$ cat config.mk
export PLATFORM = sky130hd
export DESIGN_NAME = cmms_top
export DESIGN_NICKNAME = d
export VERILOG_FILES = /design/src/pkg/cmms_pkg.sv /design/src/pkg/cmms_if.sv /design/src/rtl/cmms_top.sv /design/src/rtl/cmms_accept.sv /design/src/rtl/cmms_msgbuf.sv
export SDC_FILE = /design/constraint.sdc
export NUM_CORES = 1
export LEC_CHECK = 0
export BUFFER_PORTS_ARGS = -buffer_cell sky130_fd_sc_hd__buf_2
export CORE_ASPECT_RATIO = 0.5
export CORE_MARGIN = 2
export CORE_UTILIZATION = 42
export CTS_BUF_LIST = sky130_fd_sc_hd__clkbuf_16
export DETAILED_ROUTE_END_ITERATION = 8
export HOLD_SLACK_MARGIN = 0.05
export PLACE_DENSITY = 0.57
export REMOVE_ABC_BUFFERS = 1
export SETUP_SLACK_MARGIN = 0.3
export SLEW_MARGIN = 20
export SYNTH_ARGS = -nofsm -noshare
export SYNTH_HDL_FRONTEND = slang
export SYNTH_SLANG_ARGS = --single-unit
$ cat constraint.sdc
create_clock -name clock -period 26.8 [get_ports clock]
set_input_delay 4.02 -clock clock [delete_from_list [all_inputs] [get_ports clock]]
set_output_delay 4.02 -clock clock [all_outputs]
set_load 0.02 [all_outputs]
$ cat src/pkg/cmms_pkg.sv
// Summary of operation
// - standard mask field sits at bits 31:21
// - mask bit 0 forces true, 1 compares
// - remote request mask at bit 2
// - extension flag mask at bit 0
// - extended mask field sits at bits 31:3
// - read-only 16-bit time stamp, two bytes
// - byte window reaches selected object's data byte
// - page write immediately retargets the byte window
// - auto-increment index after each window access
// - data index wraps modulo eight, never stops
// - standard tag field sits at bits 31:21
`default_nettype none
package cmms_pkg;
    // ========================================
    // sizes
    localparam int NUM_OBJ_DEF = 6;
    localparam int DATA_BYTES  = 8;
    localparam int OBJ_W       = 3;
    localparam int IDX_W       = 3;
    // ========================================
    // register byte offsets
    localparam logic [7:0] OFS_PAGE = 8'h00;
    localparam logic [7:0] OFS_TAG4 = 8'h04;
    localparam logic [7:0] OFS_TAG3 = 8'h08;
    localparam logic [7:0] OFS_TAG2 = 8'h0C;
    localparam logic [7:0] OFS_TAG1 = 8'h10;
    localparam logic [7:0] OFS_MSK4 = 8'h14;
    localparam logic [7:0] OFS_MSK3 = 8'h18;
    localparam logic [7:0] OFS_MSK2 = 8'h1C;
    localparam logic [7:0] OFS_MSK1 = 8'h20;
    localparam logic [7:0] OFS_STML = 8'h24;
    localparam logic [7:0] OFS_STMH = 8'h28;
    localparam logic [7:0] OFS_MSG  = 8'h2C;
    localparam logic [7:0] OFS_CFG  = 8'h30;
    localparam logic [7:0] OFS_STAT = 8'h34;
    // ========================================
    // page register fields
    localparam int PAGE_IDX_LSB = 0;
    localparam int PAGE_AINC    = 3;
    localparam int PAGE_OBJ_LSB = 4;
    // ========================================
    // mask and tag word fields
    localparam logic [31:0] STD_ID_FIELD = 32'hFFE0_0000;
    localparam logic [31:0] EXT_ID_FIELD = 32'hFFFF_FFF8;
    localparam logic [31:0] RTR_FIELD    = 32'h0000_0004;
    localparam logic [31:0] IDE_FIELD    = 32'h0000_0001;
    localparam int          STD_ID_LSB   = 21;
    localparam int          EXT_ID_LSB   = 3;
    localparam int          RTR_BIT      = 2;
    // ========================================
    // reset values
    localparam logic [31:0] WORD_RST = 32'h0000_0000;
    localparam logic [15:0] STMP_RST = 16'h0000;
    // ========================================
    // bus answer states
    typedef enum logic [0:0] {
        BUS_IDLE = 1'b0,
        BUS_ACK  = 1'b1
    } cmms_bus_t;
endpackage
`default_nettype wire

$ cat src/pkg/cmms_if.sv
`timescale 1ns/10ps
`default_nettype none
// ========================================
// one object's acceptance comparison
interface cmms_match_if;
    logic [31:0] rx_word;
    logic [31:0] tag_word;
    logic [31:0] mask_word;
    logic        obj_ide;
    logic        rx_ide;
    logic        hit;
    modport filt (input rx_word, tag_word, mask_word, obj_ide, rx_ide, output hit);
    modport ctrl (output rx_word, tag_word, mask_word, obj_ide, rx_ide, input hit);
endinterface

// ========================================
// message byte buffer port
interface cmms_buf_if;
    logic [2:0] obj;
    logic [2:0] idx;
    logic       we;
    logic [7:0] wdata;
    logic [7:0] rdata;
    modport mem  (input obj, idx, we, wdata, output rdata);
    modport ctrl (output obj, idx, we, wdata, input rdata);
endinterface
`default_nettype wire

$ cat src/rtl/cmms_top.sv
// The implementer's own choices: the Avalon-MM register port and the address map.
`timescale 1ns/10ps
`default_nettype none
module cmms_top
    import cmms_pkg::*;
#(
    parameter int NUM_OBJ = NUM_OBJ_DEF
)(
    input  wire logic        clock,
    input  wire logic        rstn,
    input  wire logic [7:0]  avs_address,
    input  wire logic        avs_read,
    input  wire logic        avs_write,
    input  wire logic [31:0] avs_writedata,
    input  wire logic [3:0]  avs_byteenable,
    output var  logic [31:0] avs_readdata,
    output var  logic        avs_waitrequest,
    input  wire logic        rx_frame_valid,
    input  wire logic [28:0] rx_id,
    input  wire logic        rx_rtr,
    input  wire logic        rx_ide,
    output var  logic        match_valid,
    output var  logic [2:0]  match_object
);
    // ========================================
    // reset release
    logic rst_meta;
    logic rst_n;

    always_ff @(posedge clock or negedge rstn) begin
        if (!rstn) begin
            rst_meta <= 1'b0;
            rst_n    <= 1'b0;
        end else begin
            rst_meta <= 1'b1;
            rst_n    <= rst_meta;
        end
    end

    // ========================================
    // state
    cmms_bus_t   bus_state;
    logic [2:0]  page_obj;
    logic        page_ainc;
    logic [2:0]  page_idx;
    logic [15:0] ts_count;
    logic        last_hit;
    logic [31:0] mask_word [NUM_OBJ];
    logic [31:0] tag_word  [NUM_OBJ];
    logic        obj_ide   [NUM_OBJ];
    logic [15:0] stamp     [NUM_OBJ];

    // ========================================
    // bus decode
    wire logic        bus_req;
    wire logic        access_done;
    wire logic        wr_en;
    wire logic [7:0]  wbyte;
    wire logic        sel_page;
    wire logic        sel_tag;
    wire logic        sel_msk;
    wire logic        sel_stml;
    wire logic        sel_stmh;
    wire logic        sel_msg;
    wire logic        sel_cfg;
    wire logic        sel_stat;
    wire logic [1:0]  tag_lane;
    wire logic [1:0]  msk_lane;
    wire logic        obj_ok;
    wire logic [31:0] cur_mask;
    wire logic [31:0] cur_tag;
    wire logic        cur_ide;
    wire logic [15:0] cur_stamp;
    wire logic [7:0]  rd_byte;
    wire logic [7:0]  msg_rdata;

    assign bus_req     = avs_read | avs_write;
    assign access_done = (bus_state == BUS_ACK) && bus_req;
    assign wr_en       = access_done && avs_write && avs_byteenable[0];
    assign wbyte       = avs_writedata[7:0];

    assign sel_page = avs_address == OFS_PAGE;
    assign sel_tag  = (avs_address >= OFS_TAG4) && (avs_address <= OFS_TAG1)
                      && (avs_address[1:0] == 2'b00);
    assign sel_msk  = (avs_address >= OFS_MSK4) && (avs_address <= OFS_MSK1)
                      && (avs_address[1:0] == 2'b00);
    assign sel_stml = avs_address == OFS_STML;
    assign sel_stmh = avs_address == OFS_STMH;
    assign sel_msg  = avs_address == OFS_MSG;
    assign sel_cfg  = avs_address == OFS_CFG;
    assign sel_stat = avs_address == OFS_STAT;

    // byte4 holds bits 7:0, byte1 holds bits 31:24
    assign tag_lane = 2'((avs_address - OFS_TAG4) >> 2);
    assign msk_lane = 2'((avs_address - OFS_MSK4) >> 2);

    // ========================================
    // selected object view
    assign obj_ok    = int'(page_obj) < NUM_OBJ;
    assign cur_mask  = obj_ok ? mask_word[page_obj] : WORD_RST;
    assign cur_tag   = obj_ok ? tag_word[page_obj] : WORD_RST;
    assign cur_ide   = obj_ok ? obj_ide[page_obj] : 1'b0;
    assign cur_stamp = obj_ok ? stamp[page_obj] : STMP_RST;

    assign rd_byte =
        sel_page ? {1'b0, page_obj, page_ainc, page_idx} :
        sel_tag  ? cur_tag[8*tag_lane +: 8] :
        sel_msk  ? cur_mask[8*msk_lane +: 8] :
        sel_stml ? cur_stamp[7:0] :
        sel_stmh ? cur_stamp[15:8] :
        sel_msg  ? msg_rdata :
        sel_cfg  ? {7'h00, cur_ide} :
        sel_stat ? {4'h0, match_object, last_hit} :
                   8'h00;

    // ========================================
    // avalon answer: one wait cycle, then ready
    always_ff @(posedge clock or negedge rst_n) begin
        if (!rst_n) begin
            bus_state       <= BUS_IDLE;
            avs_waitrequest <= 1'b1;
            avs_readdata    <= WORD_RST;
        end else if (bus_state == BUS_IDLE && bus_req) begin
            bus_state       <= BUS_ACK;
            avs_waitrequest <= 1'b0;
            avs_readdata    <= {24'h00_0000, rd_byte};
        end else begin
            bus_state       <= BUS_IDLE;
            avs_waitrequest <= 1'b1;
        end
    end

    // ========================================
    // page register and data index
    wire logic msg_access;

    assign msg_access = access_done && sel_msg;

    always_ff @(posedge clock or negedge rst_n) begin
        if (!rst_n) begin
            page_obj  <= 3'h0;
            page_ainc <= 1'b0;
            page_idx  <= 3'h0;
        end else if (wr_en && sel_page) begin
            page_obj  <= wbyte[PAGE_OBJ_LSB +: OBJ_W];
            page_ainc <= wbyte[PAGE_AINC];
            page_idx  <= wbyte[PAGE_IDX_LSB +: IDX_W];
        end else if (msg_access && page_ainc) begin
            page_idx  <= page_idx + 3'h1;
        end
    end

    // ========================================
    // message byte buffer
    cmms_buf_if bif ();

    assign bif.obj   = page_obj;
    assign bif.idx   = page_idx;
    assign bif.we    = wr_en && sel_msg;
    assign bif.wdata = wbyte;
    assign msg_rdata = bif.rdata;

    cmms_msgbuf #(
        .NUM_OBJ (NUM_OBJ)
    ) u_msgbuf (
        .clock (clock),
        .bif   (bif)
    );

    // ========================================
    // time stamp counter
    always_ff @(posedge clock or negedge rst_n) begin
        if (!rst_n) begin
            ts_count <= STMP_RST;
        end else begin
            ts_count <= ts_count + 16'h0001;
        end
    end

    // ========================================
    // received identifier in mask word layout
    wire logic [31:0] rx_word;

    assign rx_word = rx_ide
        ? {rx_id, rx_rtr, 2'b00}
        : {rx_id[10:0], 18'h0_0000, rx_rtr, 2'b00};

    // ========================================
    // per object registers and filters
    wire logic [NUM_OBJ-1:0] hits;
    wire logic [NUM_OBJ-1:0] first_hit;

    assign first_hit = hits & (~hits + NUM_OBJ'(1));

    genvar g;
    generate
        for (g = 0; g < NUM_OBJ; g++) begin : g_obj
            wire logic this_obj;

            cmms_match_if mif ();

            assign this_obj      = page_obj == OBJ_W'(g);
            assign mif.rx_word   = rx_word;
            assign mif.rx_ide    = rx_ide;
            assign mif.tag_word  = tag_word[g];
            assign mif.mask_word = mask_word[g];
            assign mif.obj_ide   = obj_ide[g];
            assign hits[g]       = mif.hit;

            cmms_accept u_accept (
                .mif (mif)
            );

            always_ff @(posedge clock or negedge rst_n) begin
                if (!rst_n) begin
                    mask_word[g] <= WORD_RST;
                end else if (wr_en && sel_msk && this_obj) begin
                    mask_word[g][8*msk_lane +: 8] <= wbyte;
                end
            end

            always_ff @(posedge clock or negedge rst_n) begin
                if (!rst_n) begin
                    tag_word[g] <= WORD_RST;
                end else if (wr_en && sel_tag && this_obj) begin
                    tag_word[g][8*tag_lane +: 8] <= wbyte;
                end
            end

            always_ff @(posedge clock or negedge rst_n) begin
                if (!rst_n) begin
                    obj_ide[g] <= 1'b0;
                end else if (wr_en && sel_cfg && this_obj) begin
                    obj_ide[g] <= wbyte[0];
                end
            end

            always_ff @(posedge clock or negedge rst_n) begin
                if (!rst_n) begin
                    stamp[g] <= STMP_RST;
                end else if (rx_frame_valid && first_hit[g]) begin
                    stamp[g] <= ts_count;
                end
            end
        end
    endgenerate

    // ========================================
    // match report, lowest object wins
    logic [2:0] hit_index;

    always_comb begin
        hit_index = 3'h0;
        for (int i = NUM_OBJ - 1; i >= 0; i--) begin
            if (hits[i]) begin
                hit_index = 3'(i);
            end
        end
    end

    always_ff @(posedge clock or negedge rst_n) begin
        if (!rst_n) begin
            match_valid  <= 1'b0;
            match_object <= 3'h0;
            last_hit     <= 1'b0;
        end else begin
            match_valid <= rx_frame_valid && (|hits);
            if (rx_frame_valid) begin
                last_hit     <= |hits;
                match_object <= hit_index;
            end
        end
    end
endmodule
`default_nettype wire

$ cat src/rtl/cmms_accept.sv
`timescale 1ns/10ps
`default_nettype none
module cmms_accept
    import cmms_pkg::*;
(
    cmms_match_if.filt mif
);
    wire logic [31:0] id_field;
    wire logic [31:0] enabled;
    wire logic [31:0] rx_cmp;
    wire logic [31:0] tag_cmp;

    // ========================================
    // field selection by format
    assign id_field = mif.obj_ide ? EXT_ID_FIELD : STD_ID_FIELD;
    assign enabled  = mif.mask_word & (id_field | RTR_FIELD | IDE_FIELD);
    // extension bit compares against the object's own format
    assign rx_cmp   = {mif.rx_word[31:1], mif.rx_ide};
    assign tag_cmp  = {mif.tag_word[31:1], mif.obj_ide};
    assign mif.hit  = &(~enabled | ~(rx_cmp ^ tag_cmp));
endmodule
`default_nettype wire

$ cat src/rtl/cmms_msgbuf.sv
`timescale 1ns/10ps
`default_nettype none
module cmms_msgbuf
    import cmms_pkg::*;
#(
    parameter int NUM_OBJ = NUM_OBJ_DEF
)(
    input  wire logic   clock,
    cmms_buf_if.mem     bif
);
    localparam int DEPTH = NUM_OBJ * DATA_BYTES;
    localparam int AW    = $clog2(DEPTH);

    logic [7:0] store [DEPTH];

    wire logic          obj_ok;
    wire logic [AW-1:0] addr;

    // ========================================
    // object plus index addressing
    assign obj_ok    = int'(bif.obj) < NUM_OBJ;
    assign addr      = AW'(int'(bif.obj) * DATA_BYTES + int'(bif.idx));
    assign bif.rdata = obj_ok ? store[addr] : 8'h00;

    always_ff @(posedge clock) begin
        if (bif.we && obj_ok) begin
            store[addr] <= bif.wdata;
        end
    end
endmodule
`default_nettype wire

==> run summary <==
Sorting the synthesized cells by how often they occur yields sky130_fd_sc_hd__nand2_1 (579), sky130_fd_sc_hd__dfrtp_1 (525), sky130_fd_sc_hd__o21ai_0 (450). The number of cells in the design after placement is 4732. The area share of the largest cell type after synthesis is 0.311. The routability-driven placement congestion ratio came out at 0.982. Leaving out filler cells and counting taps, the final layout contains 4886. Yosys mapped the design onto 89 distinct sky130hd cell types.

The number of remaining DRC errors came out at 0. The cell-internal power is 2.15 mW. The most common cell in the synthesized netlist is sky130_fd_sc_hd__nand2_1. The area of the die came out at 103000 um^2. In this run the most critical hold path is launched from rst_meta$_DFF_PN0_. For the pin with the worst max-slew slack, the measured transition is 1.20 ns. The sequential cell area fraction in the yosys report came out at 0.585. The utilization after layout came out at 0.465. The number of instances resized during post-cts repair came out at 0. Each instance of the synthesized netlist takes up on average 12.1 um^2. Of the total power, the share spent switching nets is 0.243. The core area is 99900 um^2. In this run the deepest clock path goes through 3 buffers. The worst relative slew slack came out at 0.195. The combinational cell fraction of total power came out at 0.053. The routed length per instance came out at 29.4 um. Setup slack on the worst reg-to-reg path comes out at 22.22 ns. The global-route wire length before repair came out at 209 mm.

For this run, the leading register cell type out of synthesis is sky130_fd_sc_hd__dfrtp_1. The number of H-tree levels is 3. The number of iterations in the first detailed-routing pass came out at 6. The number of antenna violations at the first check in global routing is 6. The startpoint of the worst setup timing path is avs_address[2]. The area growth from synthesis to layout is 10.0%. The time the worst path needs with I/O delays and setup is 8.25 ns.

The die is 453 um wide. The number of violations of the max-capacitance limit is 0. The total of buffers placed on input and output ports is 65. The number of hold violations in the final report came to 0.

Wires add up to 144 mm. The synthesized netlist cell count came out at 3488. The part of the total power dissipated in the clock network came out at 0.433.

The clock drives 910 sinks. The critical path capture point type is a flip-flop. By area the synthesized netlist is led by sky130_fd_sc_hd__dfrtp_1 (31%), sky130_fd_sc_hd__edfxtp_1 (27%), sky130_fd_sc_hd__mux4_2 (6.0%).

The number of flops mapped to enable cells by yosys came out at 384. The tightest min-delay check is of the reg2reg type. The largest clock skew in the final design is 0.0248 ns. The run finished with clean final reports. The largest fanout on the critical path is 31.

The via count of the first global-routing pass is 28.9k. The flip-flop and latch count after synthesis came out at 910. The post-synth design cell area is 42200 um^2. The y dimension of the die came out at 228 um. The clock reaches the later pin of the worst-skew pair after 0.71 ns. Setup violations remaining at the end of the flow were counted as 0. For this run, the number of Yosys warnings is 0. The sequential group share of total power came out at 0.515.

The overall via count from detail_route came out at 30.0k. Clock tree synthesis selected as its root buffer the cell sky130_fd_sc_hd__clkbuf_16. The via density per instance is 6.14.

The number of I/O pins came out at 117. In this run the remaining antenna-violating nets after routing total 0. Derived from the worst setup path, the maximum achievable clock frequency is 121 MHz. The post-route setup TNS is 0 ns. Summing internal, switching and leakage power gives 2.84 mW.

The clock transition time at the flip-flop clock pins of the worst setup and hold paths came out at 0.06 ns. The power density over cell area came out at 61.2 nW/um^2. The max-slew violation count came out at 0.

The count of fill cells added during filler insertion came out at 9052. The post-detailed-placement half-perimeter wirelength came out at 97.1 mm. STA puts the critical path data arrival time at 8.79 ns. The fraction of layout cells with a size suffix above 1 came out at 0.155. In this run, the number of DRC markers left after iteration 0 of detailed routing was 3664. The post-synthesis async set-or-reset flop share is 0.578. The worst setup path is launched from a primary input. The total clock buffers created by CTS came out at 86. The setup path with the least slack is of type in2reg. The net load switching power came out at 0.691 mW.

The number of standard-cell rows in the floorplan came out at 82. The number of buffers inserted by hold repair at cts is 0. Following the worst setup path forward leads to its endpoint at g_obj[0].mif.tag_word[10]$_DFFE_PN0P_. The worst register-to-register path begins at bif.obj[0]$_DFFE_PN0P_.

The global route total overflow is 0. The post-CTS setup repair buffer count is 0. The effective utilization at floorplan is 0.423. IR analysis of the VDD net gives a maximum drop of 52.8 uV. The most area-hungry cell type in the Yosys netlist is sky130_fd_sc_hd__dfrtp_1. Entering global routing, the biggest net connects 159 pins. The critical path required time is 27.34 ns.

In the global route stage, overall resource usage came out at 0.278. The post-route fraction of the period consumed by the critical path is 0.308. The number of nets in the final layout came out at 3566. Setup repair after global routing left no endpoint under its margin. For this design the static power due to leakage is 17.9 nW. The destination of the worst register-to-register timing path is avs_readdata[3]$_DFFE_PN0P_. TritonCTS built the clock tree. The count of cells along the worst register-to-register path came out at 9.
[sequential cells by signal, indices dropped and copies added (netlist names), 6 cells and up]
signal,count
g_obj.mif.obj_ide,6
u_msgbuf.store,384
g_obj.mif.tag_word,192
avs_readdata,8
g_obj.mif.mask_word,192
ts_count,16
stamp,96
[cells by family after synthesis]
family	share of synthesized area
and+or+nand+nor	0.0943
DFF	0.585
AOI/OAI and AO/OA	0.133
muxes	0.116
buffers and inverters	0.0285
xor gates and xnor gates	0.0396
adders and majority gates	0.00296
other	0.000178
[critical path: stages]
cell,delay (ns)
sky130_fd_sc_hd__buf_2,0.54
sky130_fd_sc_hd__clkinv_1,0.63
sky130_fd_sc_hd__buf_4,0.43
sky130_fd_sc_hd__ha_1,0.31
sky130_fd_sc_hd__nor2b_1,0.18
sky130_fd_sc_hd__a2111oi_2,0.36
sky130_fd_sc_hd__buf_4,0.29
sky130_fd_sc_hd__nand2_1,0.16
sky130_fd_sc_hd__nor2_1,0.72
sky130_fd_sc_hd__nand2_1,0.76
sky130_fd_sc_hd__nand2_1,0.23
sky130_fd_sc_hd__o21ai_0,0.11
[through the flow]
step / hold WS, ns / setup WS, ns / cell area (um^2)
global route: 0.357 / 18.60 / 46500
finish: 0.350 / 18.55 / 46500
floorplan: 0.331 / 11.06 / 41200
global placement: 0.333 / 18.08 / 43700
detailed placement: 0.338 / 18.09 / 43700
CTS: 0.353 / 18.83 / 46500
[worst min path at each step]
stage	cells past startpoint	endpoint
final	0	rst_n$_DFF_PN0_
after floorplan	0	rst_n$_DFF_PN0_
after global placement	0	rst_n$_DFF_PN0_
after detailed placement	0	rst_n$_DFF_PN0_
after CTS	0	rst_n$_DFF_PN0_
after global routing	0	rst_n$_DFF_PN0_
[placed cells by master, fill, tap and decap left out, types with 64 or more instances in the layout]
cell                        netlist  routed
sky130_fd_sc_hd__nand2_1        579     579
sky130_fd_sc_hd__a22oi_1        101     101
sky130_fd_sc_hd__a21oi_1         72      72
sky130_fd_sc_hd__o21ai_0        450     450
sky130_fd_sc_hd__nor2_1         121     120
sky130_fd_sc_hd__edfxtp_1       384     384
sky130_fd_sc_hd__buf_2           25      64
sky130_fd_sc_hd__xnor2_1        172     172
sky130_fd_sc_hd__mux2_2         112     112
sky130_fd_sc_hd__mux4_2         113     113
sky130_fd_sc_hd__clkbuf_16        0      87
sky130_fd_sc_hd__dfrtp_1        525     518
[area by class of cell]
class / instances / area [um^2] / share of cell area
Timing Repair Buffer: 125 / 791 / 0.0170
Inverter: 18 / 67.6 / 0.00145
Antenna cell: 1 / 2.50 / 0.0000539
Clock buffer: 87 / 2180 / 0.0469
Multi-Input combinational cell: 2335 / 16500 / 0.354
Tap cell: 1344 / 1680 / 0.0362
Clock inverter: 66 / 574 / 0.0124
Sequential cell: 910 / 24700 / 0.532
[power groups by stage]
stage                     clock (mW)  sequential (mW)  combinational (mW)
after floorplan                    0             1.51              0.0629
after global placement             0             1.49               0.146
after detailed placement           0             1.49               0.147
after CTS                       1.24             1.46               0.148
after global routing            1.30             1.46               0.158
final                           1.23             1.46               0.149
[metal layers]
layer / part of all wire / vias to the layer above / GRT usage
met1: 0.43 / 15400 / 0.408
met2: 0.43 / 1536 / 0.404
met3: 0.10 / 254 / 0.0669
met4: 0.036 / 2 / 0.0914
li1: - / 12800 / -
met5: 0.000056 / - / 0
No activity file was read; power rests on OpenSTA's default activity.
